===== src/dsdb_pkg.sv =====
// Purpose: Shared constants for the drive status and display bank.
// Assumes: 100 MHz clock; parameter numbers are 8-bit display indices.
// Notes: All values shown to the host are unsigned integers in the
// resolution noted beside each constant.
package dsdb_pkg;

  // Clock period in nanoseconds.
  localparam longint unsigned CLK_PERIOD_NS = 64'd10;
  // Run time is counted in units of this many hours.
  localparam longint unsigned RUN_UNIT_HOURS = 64'd10;
  // Clock cycles in one run-time unit, derived from the figures above.
  localparam longint unsigned RUN_UNIT_CYCLES =
    (RUN_UNIT_HOURS * 64'd3600 * 64'd1000000000) / CLK_PERIOD_NS;

  // Parameter numbers seen by the host.
  localparam logic [7:0] PN_PROCESS_LO = 8'h0a;
  localparam logic [7:0] PN_PROCESS_HI = 8'h0b;
  localparam logic [7:0] PN_CMD_SOURCE = 8'h0c;
  localparam logic [7:0] PN_TERMINAL = 8'h0d;
  localparam logic [7:0] PN_DIGITAL = 8'h0e;
  localparam logic [7:0] PN_SERIAL = 8'h0f;
  localparam logic [7:0] PN_FIRMWARE = 8'h10;
  localparam logic [7:0] PN_RUN_TIME = 8'h12;
  localparam logic [7:0] PN_TEST_POINT = 8'h13;
  localparam logic [7:0] PN_CURRENT_LOOP = 8'h15;
  localparam logic [7:0] PN_OUT_POWER = 8'h16;
  localparam logic [7:0] PN_PF_ANGLE = 8'h17;

  // Process value ceiling, 9999.00 in 0.01 units.
  localparam logic [31:0] PROCESS_MAX = 32'h000f_41dc;
  // Run-time ceiling in 10 hour units.
  localparam logic [15:0] RUN_TIME_MAX = 16'h270f;
  // Current loop: 4 mA floor in uA, 0.1 % step is 16 uA, ceiling 100.0 %.
  localparam logic [15:0] LOOP_ZERO_UA = 16'h0fa0;
  localparam int LOOP_STEP_SHIFT = 4;
  localparam logic [15:0] LOOP_MAX_PERMIL = 16'h03e8;
  // Power factor angle ceiling, 180.0 degrees in 0.1 degree steps.
  localparam logic [15:0] PF_ANGLE_MAX = 16'h0708;
  // Firmware version limits, 1.00 and 99.99 in 0.01 steps.
  localparam logic [15:0] FW_VERSION_MIN = 16'h0064;
  localparam logic [15:0] FW_VERSION_MAX = 16'h270f;

  // Terminal status bit positions.
  localparam int TERM_RUN_FWD = 0;
  localparam int TERM_RUN_REV = 1;
  localparam int TERM_STOP = 2;
  localparam int TERM_BRAKE = 3;
  // Serial status bit positions.
  localparam int SER_RX = 0;
  localparam int SER_TX = 1;
  localparam int SER_OPTION = 2;
  localparam int SER_ERROR = 3;

  // One decimal digit in a digit-coded parameter.
  typedef logic [3:0] dsdb_digit_type;

endpackage


===== src/dsdb_bank.sv =====
// Purpose: Read-only status and display parameter bank of a drive.
// Assumes: Pins pass two flip-flops; other inputs share clk.
// Notes: Parameters are read by number; writes are refused.
// Function
// - Process value is frequency times factor, limited.
// - Digit zero codes the active start source.
// - Digit one codes the active speed source.
// - Input overrides replace the configured sources.
// - Terminal bits: forward, reverse, stop, brake.
// - Stop present permits start; absent stops drive.
// - Terminal bits show pin levels and brakeOn only.
// - Four digital inputs map to bits 0-3.
// - Serial bits: receive, transmit, option, error.
// - Run time counts powered time, 10 h units.
// - Test point returns selected internal value.
// - Loop input as 0.1 % from 4 mA.
// - Power factor angle 0.0 to 180.0 degrees.
// - Output power 0.01 kW up to twice rating.
// - Firmware version 1.00 to 99.99.
// - Status bit one means true or on.
// - A 32-bit value spans two parameter numbers.
`timescale 1ns/1ps
`default_nettype none
module dsdb_bank
  import dsdb_pkg::*;
#(
  parameter int TP_SOURCES = 8,
  parameter logic [15:0] RATED_POWER = 16'h0100,
  parameter logic [15:0] FW_VERSION = 16'h0190,
  parameter longint unsigned RUN_UNIT_CYCLES = dsdb_pkg::RUN_UNIT_CYCLES
)
(
  input wire logic clk,
  input wire logic resetn,
  input wire logic [7:0] paramNumber,
  input wire logic paramRead,
  input wire logic paramWrite,
  output logic [15:0] paramData,
  output logic paramAck,
  output logic paramError,
  input wire logic [15:0] outputFreq,
  input wire logic [15:0] process_scale_factor,
  input wire logic [3:0] start_source_setting,
  input wire logic [3:0] speed_reference_setting,
  input wire logic startOverride,
  input wire logic [3:0] startOverrideCode,
  input wire logic speedOverride,
  input wire logic [3:0] speedOverrideCode,
  input wire logic runFwdPin,
  input wire logic runRevPin,
  input wire logic stopPin,
  input wire logic brakeOn,
  input wire logic [3:0] digitalInPins,
  input wire logic serialRx,
  input wire logic serialTx,
  input wire logic optionAttached,
  input wire logic commErrorEvent,
  input wire logic commErrorClear,
  input wire logic powerOn,
  input wire logic [2:0] test_point_select,
  input wire logic [16*TP_SOURCES-1:0] testPointSources,
  input wire logic [15:0] loopMicroamps,
  input wire logic [15:0] outputPowerRaw,
  input wire logic [15:0] pfAngleRaw,
  output logic startPermit,
  output logic driveStopRequest
);

  // Refuse shapes that the selector and limits cannot serve.
  initial
  begin
    if (TP_SOURCES < 1 || TP_SOURCES > 8)
      $error("dsdb_bank: TP_SOURCES must be 1 to 8");
    if (FW_VERSION < FW_VERSION_MIN || FW_VERSION > FW_VERSION_MAX)
      $error("dsdb_bank: FW_VERSION out of range");
    if (RATED_POWER > 16'h7fff)
      $error("dsdb_bank: RATED_POWER too large");
  end

  // Twice the rated power, the output power ceiling.
  localparam logic [15:0] POWER_MAX = {RATED_POWER[14:0], 1'b0};

  // Two-stage synchronisers for every pin: fwd, rev, stop, dig 0..3.
  localparam int PINS = 7;
  logic [PINS-1:0] pinRaw;
  logic [PINS-1:0] pinMeta;
  logic [PINS-1:0] pinSync;
  assign pinRaw = {digitalInPins, stopPin, runRevPin, runFwdPin};

  // One synchroniser per pin; the first stage feeds only the second.
  genvar gi;
  generate
    for (gi = 0; gi < PINS; gi++)
    begin : g_sync
      always_ff @(posedge clk or negedge resetn)
      begin
        if (!resetn)
        begin
          pinMeta[gi] <= 1'b0;
          pinSync[gi] <= 1'b0;
        end
        else
        begin
          pinMeta[gi] <= pinRaw[gi];
          pinSync[gi] <= pinMeta[gi];
        end
      end
    end
  endgenerate

  // Displayed values.
  logic [31:0] processValue;
  logic [15:0] command_source_digits;
  logic [3:0] terminal_input_status;
  logic [3:0] digital_input_status;
  logic [3:0] serial_port_status;
  logic [15:0] run_time_counter;
  logic [15:0] test_point_value;
  logic [15:0] current_loop_input_level;
  logic [15:0] output_power_value;
  logic [15:0] power_factor_angle;
  // Upper half of the process value frozen by a low-half read.
  logic [15:0] processHiHeld;

  // Full product before limiting; 0.1 Hz times 0.1 gives 0.01 units.
  logic [31:0] processProduct;
  assign processProduct = outputFreq * process_scale_factor;

  // Process value with its ceiling applied.
  always_ff @(posedge clk or negedge resetn)
  begin
    if (!resetn)
      processValue <= 32'h0;
    else if (processProduct > PROCESS_MAX)
      processValue <= PROCESS_MAX;
    else
      processValue <= processProduct;
  end

  // Active sources: an input override wins over the setting.
  dsdb_digit_type next_startDigit;
  dsdb_digit_type next_speedDigit;
  always_comb
  begin
    next_startDigit = startOverride ? startOverrideCode
                                    : start_source_setting;
    next_speedDigit = speedOverride ? speedOverrideCode
                                    : speed_reference_setting;
  end

  // Digit-coded source word; the two upper digits stay zero.
  always_ff @(posedge clk or negedge resetn)
  begin
    if (!resetn)
      command_source_digits <= 16'h0;
    else
      command_source_digits <= {8'h00,
                                next_speedDigit,
                                next_startDigit};
  end

  // Terminal status comes from the pins and brakeOn, never from serial
  // commands, so a host can see wiring faults under remote control.
  always_ff @(posedge clk or negedge resetn)
  begin
    if (!resetn)
      terminal_input_status <= 4'h0;
    else
    begin
      terminal_input_status[TERM_RUN_FWD] <= pinSync[0];
      terminal_input_status[TERM_RUN_REV] <= pinSync[1];
      terminal_input_status[TERM_STOP] <= pinSync[2];
      terminal_input_status[TERM_BRAKE] <= brakeOn;
    end
  end

  // Start permission follows the stop bit exactly.
  assign startPermit = terminal_input_status[TERM_STOP];
  assign driveStopRequest = ~terminal_input_status[TERM_STOP];

  // Digital inputs in input order.
  always_ff @(posedge clk or negedge resetn)
  begin
    if (!resetn)
      digital_input_status <= 4'h0;
    else
      digital_input_status <= pinSync[6:3];
  end

  // Serial status; the error bit is sticky and a new error wins
  // over a clear in the same cycle.
  always_ff @(posedge clk or negedge resetn)
  begin
    if (!resetn)
      serial_port_status <= 4'h0;
    else
    begin
      serial_port_status[SER_RX] <= serialRx;
      serial_port_status[SER_TX] <= serialTx;
      serial_port_status[SER_OPTION] <= optionAttached;
      if (commErrorEvent)
        serial_port_status[SER_ERROR] <= 1'b1;
      else if (commErrorClear)
        serial_port_status[SER_ERROR] <= 1'b0;
    end
  end

  // Elapsed run time.
  dsdb_run_timer #(
    .UNIT_CYCLES(RUN_UNIT_CYCLES)
  ) u_timer (
    .clk(clk),
    .resetn(resetn),
    .powerOn(powerOn),
    .runUnits(run_time_counter)
  );

  // Test-point selection; an out-of-range selector reads zero.
  always_ff @(posedge clk or negedge resetn)
  begin
    if (!resetn)
      test_point_value <= 16'h0;
    else if (int'(test_point_select) < TP_SOURCES)
      test_point_value <= testPointSources[16*test_point_select +: 16];
    else
      test_point_value <= 16'h0;
  end

  // Loop input: below 4 mA reads 0.0 %, above 20 mA reads 100.0 %.
  logic [15:0] loopAbove;
  logic [15:0] loopPermil;
  assign loopAbove = loopMicroamps - LOOP_ZERO_UA;
  assign loopPermil = loopAbove >> LOOP_STEP_SHIFT;
  always_ff @(posedge clk or negedge resetn)
  begin
    if (!resetn)
      current_loop_input_level <= 16'h0;
    else if (loopMicroamps < LOOP_ZERO_UA)
      current_loop_input_level <= 16'h0;
    else if (loopPermil > LOOP_MAX_PERMIL)
      current_loop_input_level <= LOOP_MAX_PERMIL;
    else
      current_loop_input_level <= loopPermil;
  end

  // Output power and angle are limited to their display ranges.
  always_ff @(posedge clk or negedge resetn)
  begin
    if (!resetn)
    begin
      output_power_value <= 16'h0;
      power_factor_angle <= 16'h0;
    end
    else
    begin
      output_power_value <= (outputPowerRaw > POWER_MAX) ? POWER_MAX
                            : outputPowerRaw;
      power_factor_angle <= (pfAngleRaw > PF_ANGLE_MAX) ? PF_ANGLE_MAX
                            : pfAngleRaw;
    end
  end

  // Read decode; unknown numbers answer zero with the error flag.
  logic [15:0] next_paramData;
  logic next_unmapped;
  always_comb
  begin
    next_unmapped = 1'b0;
    case (paramNumber)
      PN_PROCESS_LO: next_paramData = processValue[15:0];
      PN_PROCESS_HI: next_paramData = processHiHeld;
      PN_CMD_SOURCE: next_paramData = command_source_digits;
      PN_TERMINAL: next_paramData = {12'h000, terminal_input_status};
      PN_DIGITAL: next_paramData = {12'h000, digital_input_status};
      PN_SERIAL: next_paramData = {12'h000, serial_port_status};
      PN_FIRMWARE: next_paramData = FW_VERSION;
      PN_RUN_TIME: next_paramData = run_time_counter;
      PN_TEST_POINT: next_paramData = test_point_value;
      PN_CURRENT_LOOP: next_paramData = current_loop_input_level;
      PN_OUT_POWER: next_paramData = output_power_value;
      PN_PF_ANGLE: next_paramData = power_factor_angle;
      default:
      begin
        next_paramData = 16'h0;
        next_unmapped = 1'b1;
      end
    endcase
  end

  // A low-half read freezes the high half so the pair never tears.
  always_ff @(posedge clk or negedge resetn)
  begin
    if (!resetn)
      processHiHeld <= 16'h0;
    else if (paramRead && paramNumber == PN_PROCESS_LO)
      processHiHeld <= processValue[31:16];
  end

  // Answer one cycle after each request; a write stores nothing and
  // answers with the error flag so the host learns it was refused.
  always_ff @(posedge clk or negedge resetn)
  begin
    if (!resetn)
    begin
      paramData <= 16'h0;
      paramAck <= 1'b0;
      paramError <= 1'b0;
    end
    else
    begin
      paramAck <= paramRead | paramWrite;
      if (paramRead)
      begin
        paramData <= next_paramData;
        paramError <= next_unmapped;
      end
      else
      begin
        paramData <= 16'h0;
        paramError <= paramWrite;
      end
    end
  end

  // Process value never exceeds its ceiling.
  procLimit_a: assert property (@(posedge clk) disable iff (!resetn)
    processValue <= PROCESS_MAX)
    else $error("process value above ceiling");

  // Override code reaches digit zero one cycle later.
  startOvr_a: assert property (@(posedge clk) disable iff (!resetn)
    startOverride |=> command_source_digits[3:0] == $past(startOverrideCode))
    else $error("start override not shown");

  // Reserved digits read zero.
  cmdReserved_a: assert property (@(posedge clk) disable iff (!resetn)
    command_source_digits[15:8] == 8'h00)
    else $error("reserved digits not zero");

  // Forward pin shows after three clock edges.
  termFwd_a: assert property (@(posedge clk) disable iff (!resetn)
    ##3 terminal_input_status[TERM_RUN_FWD] == $past(runFwdPin, 3))
    else $error("forward bit does not follow pin");

  // Stop bit gates permission and stop request.
  stopGate_a: assert property (@(posedge clk) disable iff (!resetn)
    startPermit == terminal_input_status[TERM_STOP] &&
    driveStopRequest != startPermit)
    else $error("stop bit and permission disagree");

  // Digital input three lands in bit three.
  digIn_a: assert property (@(posedge clk) disable iff (!resetn)
    ##3 digital_input_status[3] == $past(digitalInPins[3], 3))
    else $error("digital input order wrong");

  // An error event sets the sticky bit even under a clear.
  commErr_a: assert property (@(posedge clk) disable iff (!resetn)
    commErrorEvent |=> serial_port_status[SER_ERROR])
    else $error("comm error bit not set");

  // Run time stays still without power and stays in range.
  runHold_a: assert property (@(posedge clk) disable iff (!resetn)
    !powerOn |=> $stable(run_time_counter) &&
    run_time_counter <= RUN_TIME_MAX)
    else $error("run time moved without power");

  // Loop and angle readings stay within their ranges.
  anaLimit_a: assert property (@(posedge clk) disable iff (!resetn)
    current_loop_input_level <= LOOP_MAX_PERMIL &&
    power_factor_angle <= PF_ANGLE_MAX)
    else $error("analog reading out of range");

  // Writes answer next cycle with the error flag and leave data zero.
  writeRef_a: assert property (@(posedge clk) disable iff (!resetn)
    paramWrite && !paramRead |=> paramAck && paramError &&
    paramData == 16'h0)
    else $error("write not refused");

endmodule
`default_nettype wire


===== src/dsdb_run_timer.sv =====
// Purpose: Elapsed run-time counter in 10 hour units.
// Assumes: powerOn is on the clk domain.
// Notes: The sub-unit prescaler is kept while power is off, so short
// runs add up instead of being lost.
`timescale 1ns/1ps
`default_nettype none
module dsdb_run_timer
  import dsdb_pkg::*;
#(
  parameter longint unsigned UNIT_CYCLES = dsdb_pkg::RUN_UNIT_CYCLES
)
(
  input wire logic clk,
  input wire logic resetn,
  input wire logic powerOn,
  output logic [15:0] runUnits
);

  // A zero or oversized unit length cannot be served by the prescaler.
  initial
  begin
    if (UNIT_CYCLES < 64'd1 || UNIT_CYCLES > 64'h3ff_ffff_ffff)
      $error("dsdb_run_timer: UNIT_CYCLES out of range");
  end

  // Cycles counted inside the present unit.
  logic [41:0] prescale;
  // Last prescaler value of a unit.
  localparam logic [41:0] LAST_CYCLE = 42'(UNIT_CYCLES - 64'd1);

  // Prescaler advances only while the drive outputs power.
  always_ff @(posedge clk or negedge resetn)
  begin
    if (!resetn)
      prescale <= 42'h0;
    else if (powerOn)
    begin
      if (prescale == LAST_CYCLE)
        prescale <= 42'h0;
      else
        prescale <= prescale + 42'h1;
    end
  end

  // Unit count saturates at its ceiling rather than wrapping.
  always_ff @(posedge clk or negedge resetn)
  begin
    if (!resetn)
      runUnits <= 16'h0;
    else if (powerOn && prescale == LAST_CYCLE &&
             runUnits != RUN_TIME_MAX)
      runUnits <= runUnits + 16'h1;
  end

endmodule
`default_nettype wire


===== config.mk =====
export PLATFORM = sky130hd
export DESIGN_NAME = dsdb_bank
export DESIGN_NICKNAME = d
export VERILOG_FILES = /design/src/dsdb_pkg.sv /design/src/dsdb_bank.sv /design/src/dsdb_run_timer.sv
export SDC_FILE = /design/constraint.sdc
export NUM_CORES = 1
export LEC_CHECK = 0
export BUFFER_PORTS_ARGS = -buffer_cell sky130_fd_sc_hd__buf_2
export CAP_MARGIN = 20
export CORE_MARGIN = 2
export CORE_UTILIZATION = 50
export DETAILED_ROUTE_END_ITERATION = 8
export GPL_ROUTABILITY_DRIVEN = 0
export GPL_TIMING_DRIVEN = 0
export PLACE_DENSITY_LB_ADDON = 0.15
export SETUP_SLACK_MARGIN = 0.2
export SLEW_MARGIN = 20
export SYNTH_ARGS = -nofsm -noshare
export SYNTH_HDL_FRONTEND = slang
export SYNTH_HIERARCHICAL = 1
export SYNTH_SLANG_ARGS = --single-unit

===== constraint.sdc =====
create_clock -name clk -period 4.7 [get_ports clk]
set_clock_uncertainty 0.2 [all_clocks]
set_input_delay 0 -clock clk [delete_from_list [all_inputs] [get_ports clk]]
set_output_delay 0 -clock clk [all_outputs]
set_load 0.03 [all_outputs]

# [After elaboration in Yosys (flattened, before gate mapping)]
# Cells that the tools add are included.
[word_totals] reg_bits=222 latch_bits=0 output_inout_bits=20 mem_bits_rw=0 rom_bits=0 in_bits=255 word_cells=75 n_memories=0
[op_classes] n_div=0 reduce_logical=5 multipliers=1 bitwise_logic=2 n_shift=1 addsub=3 order_cmp=5 n_mux=14 n_eq_ne=14
[op_table] operator="16-bit one-hot mux with 12 select lines" count=1
[op_table] operator="128-bit by 8-bit variable part select with 16-bit output" count=1
[op_table] operator="16-bit 2-to-1 mux" count=4
[op_table] operator="8-bit by 4-bit == test with 1-bit output (second input constant)" count=6
[op_table] operator="8-bit by 5-bit == test with 1-bit output (second input constant)" count=6
[op_table] operator="42-bit by 1-bit adder with 42-bit output (second input constant)" count=1
[op_table] operator="42-bit == test (second input constant)" count=1
[op_table] operator="42-bit 2-to-1 mux" count=1
[op_table] operator="32-bit by 20-bit greater-than comparator with 1-bit output (second input constant)" count=1
[op_table] operator="16-bit by 16-bit multiplier with 32-bit output" count=1
[op_table] operator="32-bit 2-to-1 mux" count=1
[op_table] operator="16-bit by 1-bit adder with 16-bit output (second input constant)" count=1
[op_table] operator="16-bit by 10-bit greater-than comparator with 1-bit output (second input constant)" count=1
[op_table] operator="16-bit by 11-bit greater-than comparator with 1-bit output (second input constant)" count=1
[op_table] operator="16-bit by 12-bit less-than comparator with 1-bit output (second input constant)" count=1
[op_table] operator="16-bit by 14-bit != test with 1-bit output (second input constant)" count=1
[op_table] operator="16-bit by 12-bit subtractor with 16-bit output (second input constant)" count=1
[op_table] operator="12-bit by 10-bit greater-than comparator with 1-bit output (second input constant)" count=1
[op_table] operator="12-bit 2-to-1 mux" count=1
[op_table] operator="12-bit OR reduction" count=1
[op_table] operator="4-bit 2-to-1 mux" count=2
[op_table] operator="1-bit 2-to-1 mux" count=4
[op_table] operator="1-bit logical AND" count=3
[op_table] operator="2-bit nonzero test" count=1
[op_table] operator="2 further kinds" count=2

# [Logic depth before layout (Yosys ltp)]
# Gate-level depths: netlist (run 1).
[depth] depth_word=4 depth_mapped=27 ltp_nobuf=23

# [Hierarchy]
# The synthesis (run 1) kept the hierarchy.
[by_module_without_submodules] module="dsdb_bank" area_per_inst_um2=15838.9 cells_each=1569 seq_area_each_um2=4003.8 instances=1
[by_module_without_submodules] module="dsdb_run_timer" area_per_inst_um2=3034.2 cells_each=294 seq_area_each_um2=1451.4 instances=1

# [Least setup slack after synthesis (run 1)]
# OpenSTA, ideal clock, no wires.
[synth_path] path_type="input -> register" start="input process_scale_factor[9]" end="register processValue[16]" t_arrival_ns=6.301 slack_ns=-1.940 t_required_ns=4.361 path_buffers=3 stages=25 cell_sequence="clkbuf_1 > nand2_1 > fa_1 > inv_1 > fa_1 > inv_1 > fa_1 > inv_1 > fa_1 > fa_1 > inv_1 > fa_1 > inv_1 > ha_1 > clkbuf_1 > a21oi_1 > o211ai_1 > nand2_1 > o31ai_2 > a211o_1 > a211oi_2 > xnor2_1 > or4_4 > buf_6 > or4_1"
[synth_between] elab_chain_len=3
[synth_rtl] item="start: declaration" line="dsdb_bank.sv:42" rtl="input wire logic [15:0] process_scale_factor,"
[synth_rtl] item="16-bit by 16-bit multiplier with 32-bit output *" line="dsdb_bank.sv:127" rtl="assign processProduct = outputFreq * process_scale_factor;"
[synth_rtl] item="32-bit by 20-bit greater-than comparator with 1-bit output" line="dsdb_bank.sv:134" rtl="else if (processProduct > PROCESS_MAX)"
[synth_rtl] item="32-bit 2-to-1 mux *" line="dsdb_bank.sv:134"
[synth_rtl] item="end signal: assignment" line="dsdb_bank.sv:137" rtl="processValue <= processProduct;"
[synth_rtl] item="end: declaration" line="dsdb_bank.sv:112" rtl="logic [31:0] processValue;"
# Every way passes the cells marked *; elsewhere a longest branch is shown, timed or not.
# A chain may end at the register's enable or synchronous reset.

# [Worst setup path in the final report (run 1)]
[layout_path] start="input process_scale_factor[2]" end="register processValue[16]"
# The elaborated chain is that of the path after synthesis.

==> flow_metrics.env, run 1 <==
export IMPL_grt_pass1_vias=17289
export IMPL_cts_buffers_inserted=21
export IMPL_finalWorstSetupSlack_ns=-1.45
export IMPL_dp_cells=2665
export IMPL_io_pins=275
export IMPL_wl_met3_um=5160
export IMPL_synthCells=1863
export IMPL_clock_sinks=218
export IMPL_htree_levels=1
export IMPL_yosys_area_share_adder_pct=27.7
export IMPL_dpl_hpwl_um=43900
export IMPL_vias_per_cell=5.67
export IMPL_layout_drive_gt1_share_pct=26.8
export IMPL_async_flop_share_pct=100
export IMPL_wl_per_cell_um=20.3
export IMPL_hp_class="in2reg"
export IMPL_rows=71
export IMPL_die_area_um2=39300
export IMPL_tightest_slew_ns=0.984
export IMPL_initial_utilization_pct=50.5
export IMPL_fin_crit_sh_pct=131
export IMPL_synth_xor_area_share_pct=3.94
export IMPL_ys_types=78
export IMPL_cts_root_buf="clkbuf_16"
export IMPL_syn2layout_area_growth_pct=36.5
export IMPL_max_clock_freq_mhz=163
export IMPL_ys_flop_type="dfrtp_1"
export IMPL_critical_path_most_common_cell="fa_1"
export IMPL_synth_top_family_by_area="adder cells"
export IMPL_critPathMaxFanout=10
export IMPL_final_util_pct=68.9
export IMPL_portBuffers=265
export IMPL_coreArea_um2=37400
export IMPL_yosys_warnings=6
export IMPL_yosys_area_share_simple_pct=18.0
export IMPL_ir_drop_mv=1.48
export IMPL_outcome="finished, violations left"
export IMPL_seq_area_frac_synth_pct=28.9
export IMPL_ys_ff_latch=218
export IMPL_finalNonFillerCells=2957
export IMPL_max_stage_delay_ns=0.58
export IMPL_gr_usage_all_layers_pct=30.9
export IMPL_vias=16755
export IMPL_setup_viol=20
export IMPL_startpoint_type="input port"
export IMPL_dieWidth_um=198
export IMPL_leakagePower_nw=12.1
export IMPL_muxShareOfSynthArea_pct=7.57
export IMPL_met1_length_um=25000
export IMPL_syn_area_um2=18900
export IMPL_cp_slowest_cell="fa_1"
export IMPL_arrival_ns=6.32
export IMPL_min_period_ns=6.15
export IMPL_gr_total_overflow=0
export IMPL_power_density_nw_per_um2=851
export IMPL_path_class="in2reg"
export IMPL_synth_edff_count=0
export IMPL_yosysTopAreaCellShare_pct=28.9
export IMPL_maxUsedRoutingLayer="met5"
export IMPL_grt_pass1_wl_um=93400
export IMPL_grt_max_degree=98
export IMPL_antenna_found_initial=6
export IMPL_crit_required_ns=4.88
export IMPL_yosys_area_top_type="dfrtp_1"
export IMPL_drt_initial_drc_count=1439
export IMPL_relSlewSlack_pct=34.4
export IMPL_drc=38
export IMPL_cp_end_kind="register"
export IMPL_drtPass1Iterations=9
export IMPL_rsz0062_at_grt="true"
export IMPL_ant_nets=0
export IMPL_drt_wl_total_um=60200
export IMPL_slew_viol_final=0
export IMPL_yosys_top_cells_area="dfrtp_1, fa_1, ha_1"
export IMPL_avgSynthCellArea_um2=10.1
export IMPL_cp_top_family="adder cells"
export IMPL_insertion_delay_ns=0.52
export IMPL_cap_violations=0
export IMPL_pre_cts_slack_ns=-2.44
export IMPL_die_h_um=198
export IMPL_wl_met2_um=28200
export IMPL_cts_path_max_buffers=3
export IMPL_violations="design-rule violations, negative setup slack"
export IMPL_hold_violations=0
export IMPL_nNetsFinal=2986
export IMPL_clk_pin_slew_ns=0.06
export IMPL_worst_path_buf_inv=6
export IMPL_crit_chain="buf_4 -> buf_8 -> nand2_1 -> fa_1 -> fa_1 -> fa_1 -> fa_1 -> inv_1 -> fa_1 -> inv_1 -> fa_1 -> inv_2 -> ha_4 -> and2_4 -> a221oi_4 -> nor2_2 -> o211a_1 -> nor2_1 -> xor2_1 -> a2111oi_4 -> or4_4 -> buf_6 -> or4_1"
export IMPL_cts_tree="built"
export IMPL_synth_compound_area_share_pct=7.46
==> state kept, by name, indices dropped and copies added (netlist names) <==
name / cells
current_loop_input_level: 12
digital_input_status: 4
u_timer/prescale: 42
power_factor_angle: 16
paramAck: 1
command_source_digits: 8
terminal_input_status: 4
test_point_value: 16
paramError: 1
pinMeta: 7
serial_port_status: 4
paramData: 16
u_timer/runUnits: 16
pinSync: 7
processValue: 32
processHiHeld: 16
output_power_value: 16
==> synthesized netlist by cell type (11+ instances only) <==
| cell | instances |
|---|---|
| nand2_1 | 210 |
| nor2_1 | 59 |
| dfrtp_1 | 218 |
| clkbuf_1 | 62 |
| mux2_2 | 49 |
| xor2_1 | 29 |
| and3_1 | 17 |
| inv_1 | 243 |
| o21ai_0 | 30 |
| a21oi_1 | 58 |
| nor3_1 | 20 |
| fa_1 | 194 |
| mux4_2 | 34 |
| a22oi_1 | 25 |
| or3_1 | 11 |
| xnor2_1 | 56 |
| ha_1 | 107 |
| a31oi_1 | 11 |
| and2_1 | 141 |
| nand3_1 | 42 |
| nor4_1 | 27 |
| nand4_1 | 38 |
==> power by group <==
group          internal, mW  total [mW]  switching, mW
logic                  8.24        18.2           9.96
clock network         0.969        1.69          0.723
registers              1.97        2.04         0.0698
==> metal layers <==
layer  up-vias  track usage, %
met1      8517            42.9
met4         6            8.55
met3       178            7.61
met2       692            48.4
met5         -               0
li1       7362               -
==> path summary, 6_finish.rpt <==
| path | start | endpoint | slack [ns] | cells past startpoint |
|---|---|---|---|---|
| worst min-delay path | pfAngleRaw[11] | power_factor_angle[9] | 0.08 | 3 |
| worst max register to register | u_timer/prescale[0] | u_timer/prescale[11] | 2.11 | 8 |
| min in group asynchronous | resetn | pinMeta[4] | 0.45 | 4 |
| max in group asynchronous | resetn | processValue[22] | 3.37 | 4 |
| worst max-delay path | process_scale_factor[2] | processValue[16] | -1.45 | 23 |
| worst min register to register | pinMeta[5] | pinSync[5] | 0.15 | 0 |
==> cell usage in the layout, fill, tap and decap left out, types with 20 or more instances in the layout <==
master / n
a21oi_1: 50
a22oi_1: 25
and2_1: 128
buf_2: 249
buf_4: 67
buf_6: 25
clkbuf_1: 25
clkbuf_16: 39
conb_1: 25
dfrtp_1: 218
dlygate4sd3_1: 173
fa_1: 188
ha_1: 91
inv_1: 232
mux2_2: 49
mux4_2: 34
nand2_1: 206
nand3_1: 40
nand4_1: 38
nor2_1: 58
o21ai_0: 20
xnor2_1: 51
xor2_1: 23
==> worst min-delay path: stages <==
cell and delay, ns:
buf_2 0.12, or3_1 0.10, dlygate4sd3_1 0.53
==> per-stage QoR <==
| step | setup TNS (ns) | power [mW] | cell area (um2) | hold WS, ns |
|---|---|---|---|---|
| 6_report | -27.02 | 21.9 | 25800 | 0.0785 |
| 5_1_grt | -30.26 | 23.4 | 25700 | 0.0732 |
| 4_1_cts | -25.24 | 19.5 | 25400 | 0.0264 |
| 3_5_place_dp | -44.87 | 13.8 | 21400 | -0.308 |
| 3_3_place_gp | -57.39 | 13.6 | 21300 | -0.0915 |
| 2_1_floorplan | -24.08 | 11.2 | 19400 | -0.496 |
==> timing repair <==
action                     4_1_cts  5_1_grt
resized for setup              197       60
hold buffers                   174        0
pin swaps                       80       57
hold endpoints to repair       320        0
cloned                           2        0
buffers inserted                60       17
setup endpoints to repair       20       20
==> cell families (layout without fill, tap and decap cells) <==
family | Yosys count | count (layout)
AND/OR/NAND/NOR | 635 | 635
XOR/XNOR | 85 | 85
buffers and inverters | 320 | 876
adder cells (fa/ha/maj) | 301 | 301
other | 1 | 28
multiplexers | 94 | 94
AO/OA/AOI/OAI | 209 | 209
flip-flops | 218 | 218
==> final cells by class <==
| class | count | area, um2 |
|---|---|---|
| timing repair buffer | 520 | 3970 |
| antenna | 3 | 7.51 |
| multi-input combinational | 1349 | 13200 |
| tap | 511 | 639 |
| fill | 2734 | 11600 |
| clock inverter | 7 | 93.8 |
| inverter | 243 | 912 |
| buffer | 77 | 925 |
| clock buffer | 29 | 576 |
| sequential | 218 | 5460 |
Power figures use the tool's default switching activity.
==> run 2: changes to the inputs <==
--- a/config.mk
+++ b/config.mk
@@ -13,6 +13,7 @@
 export GPL_ROUTABILITY_DRIVEN = 0
 export GPL_TIMING_DRIVEN = 0
 export PLACE_DENSITY_LB_ADDON = 0.15
+export RECOVER_POWER = 50
 export SETUP_SLACK_MARGIN = 0.2
 export SLEW_MARGIN = 20
 export SYNTH_ARGS = -nofsm -noshare
==> run 2 against run 1 <==
  * Critical endpoint unchanged
  * Die area unchanged
  * Critical path depth did not move
  * Critical path type unchanged
  * Combinational power hardly changed
  * Largest power group unchanged
  * The flow finishes with violations (max-capacitance violations, max-slew violations, negative setup slack)
  * Sequential power barely moved
==> flow_metrics.env, run 2 (synthesis gave the netlist of run 1 again) <==
export IMPL_die_h_um=198
export IMPL_vias_per_cell=5.67
export IMPL_gr_usage_all_layers_pct=30.9
export IMPL_clock_sinks=218
export IMPL_drt_initial_drc_count=1288
export IMPL_cts_path_max_buffers=3
export IMPL_drtPass1Iterations=9
export IMPL_grt_pass1_vias=17289
export IMPL_rows=71
export IMPL_p_total_mw=21.9
export IMPL_relSlewSlack_pct=-56.4
export IMPL_hold_violations=0
export IMPL_hold_end="power_factor_angle[9]"
export IMPL_r2r_cells=8
export IMPL_final_common_cell="inv_1"
export IMPL_startpoint_type="input port"
export IMPL_whs_path_depth=3
export IMPL_setup_viol=20
export IMPL_wl_per_cell_um=20.3
export IMPL_initial_utilization_pct=50.5
export IMPL_final_util_pct=68.6
export IMPL_cap_violations=3
export IMPL_io_pins=275
export IMPL_ir_drop_mv=1.47
export IMPL_finalNonFillerCells=2957
export IMPL_final_cell_mix="inv_1, buf_2, dfrtp_1"
export IMPL_cp_end_kind="register"
export IMPL_die_area_um2=39300
export IMPL_grt_pass1_wl_um=93400
export IMPL_antenna_found_initial=6
export IMPL_grt_max_degree=98
export IMPL_nNetsFinal=2986
export IMPL_reg2reg_from="u_timer/prescale[0]"
export IMPL_max_clock_freq_mhz=163
export IMPL_finalWorstSetupSlack_ns=-1.45
export IMPL_regMostFlops="u_timer/prescale"
export IMPL_hp_class="in2reg"
export IMPL_gr_total_overflow=0
export IMPL_layout_drive_gt1_share_pct=25.8
export IMPL_largest_reg_flops=42
export IMPL_fillers=2752
export IMPL_coreArea_um2=37400
export IMPL_violations="max-capacitance violations, max-slew violations, negative setup slack"
export IMPL_ant_nets=0
export IMPL_dieWidth_um=198
export IMPL_reg2reg_slack_ns=2.16
export IMPL_fin_crit_sh_pct=131
export IMPL_pre_cts_slack_ns=-2.44
export IMPL_tightest_slew_ns=2.35
export IMPL_drc=0
export IMPL_drt_wl_total_um=60200
export IMPL_cts_tree="built"
export IMPL_rsz0062_at_grt="true"
export IMPL_cts_buffers_inserted=21
export IMPL_path_class="in2reg"
export IMPL_placed_area_um2=21400
export IMPL_vias=16768
export IMPL_arrival_ns=6.32
export IMPL_dpl_hpwl_um=43900
export IMPL_portBuffers=265
export IMPL_insertion_delay_ns=0.52
export IMPL_cts_root_buf="clkbuf_16"
export IMPL_htree_levels=1
export IMPL_power_density_nw_per_um2=853
export IMPL_hp_start="pfAngleRaw[11]"
export IMPL_critPathMaxFanout=10
export IMPL_worstReg2RegEnd="u_timer/prescale[11]"
export IMPL_reg_top3="u_timer/prescale x42, processValue x32"
export IMPL_min_period_ns=6.15
export IMPL_outcome="finished, violations left"
export IMPL_dp_cells=2665
export IMPL_slew_viol_final=221
export IMPL_leakagePower_nw=12.0
export IMPL_clk_pin_slew_ns=0.06
export IMPL_syn2layout_area_growth_pct=35.9
export IMPL_crit_required_ns=4.87
export IMPL_final_area_um2=25700
[run 2: cell count changes in the layout (fill, tap and decap cells not counted)]
cell	change
buf_2	-21
clkbuf_1	+23
clkbuf_2	+2
buf_12	-1
buf_8	-1
buf_16	-2
[run 2: critical path, cell delays in order]
cell	delay (ns)
buf_4	0.15
buf_8	0.14
nand2_1	0.08
fa_1	0.58
fa_1	0.44
fa_1	0.50
fa_1	0.53
inv_1	0.05
fa_1	0.48
inv_1	0.05
fa_1	0.51
inv_2	0.05
ha_4	0.24
and2_4	0.15
a221oi_4	0.34
nor2_2	0.10
o211a_1	0.27
nor2_1	0.12
xor2_1	0.37
a2111oi_4	0.07
or4_4	0.54
buf_6	0.14
or4_1	0.40
[run 2: cell type report]
cell class | count | area [um2] | share of cell area [%]
well taps | 511 | 639 | 2.49
inverters | 243 | 912 | 3.56
repair buffers | 520 | 3870 | 15.1
multi-input cells | 1349 | 13200 | 51.4
diodes | 3 | 7.51 | 0.0293
plain buffers | 77 | 925 | 3.60
flip-flops and latches | 218 | 5460 | 21.3
clock inverters | 7 | 93.8 | 0.366
clock buffers | 29 | 576 | 2.24
[run 2: timing repair]
| action | CTS | global route |
|---|---|---|
| hold endpoints to repair | 320 | 0 |
| hold buffers | 174 | 0 |
| endpoints found under the setup margin | 20 | 20 |
| buffers inserted | 60 | 17 |
| pin swaps | 80 | 57 |
| gates cloned | 2 | 0 |
| gates resized for setup | 197 | 60 |
[run 2: worst max path at each step]
stage | startpoint | endpoint | slack, ns | depth (start not counted)
detailed placement | outputFreq[9] | processValue[7] | -2.44 | 23
CTS | process_scale_factor[6] | processValue[16] | -1.43 | 23
floorplan | outputFreq[5] | processValue[16] | -1.44 | 23
global placement | outputFreq[9] | processValue[7] | -2.39 | 23
global route | process_scale_factor[6] | processValue[16] | -1.61 | 26
finish | process_scale_factor[2] | processValue[16] | -1.45 | 23
[run 2: power by group]
group	leakage (nW)	internal [mW]	switching [mW]
clock network	0.321	0.969	0.718
logic	8.90	8.23	9.93
registers	2.73	1.97	0.0691
total	12.0	11.2	10.7
[run 2: stage by stage]
| step | hold WS [ns] | setup TNS (ns) |
|---|---|---|
| 4_1_cts | 0.0264 | -25.24 |
| 6_report | 0.0808 | -27.02 |
| 3_3_place_gp | -0.0915 | -57.39 |
| 2_1_floorplan | -0.496 | -24.08 |
| 3_5_place_dp | -0.308 | -44.87 |
| 5_1_grt | 0.0732 | -30.26 |
[run 2: metal layers]
| metal | vias up | part of all wire (%) | global-route usage (%) |
|---|---|---|---|
| li1 | 7363 | - | - |
| met1 | 8489 | 41 | 42.9 |
| met2 | 735 | 47 | 48.4 |
| met3 | 175 | 9.0 | 7.61 |
| met4 | 6 | 2.8 | 8.55 |
| met5 | - | 0.058 | 0 |
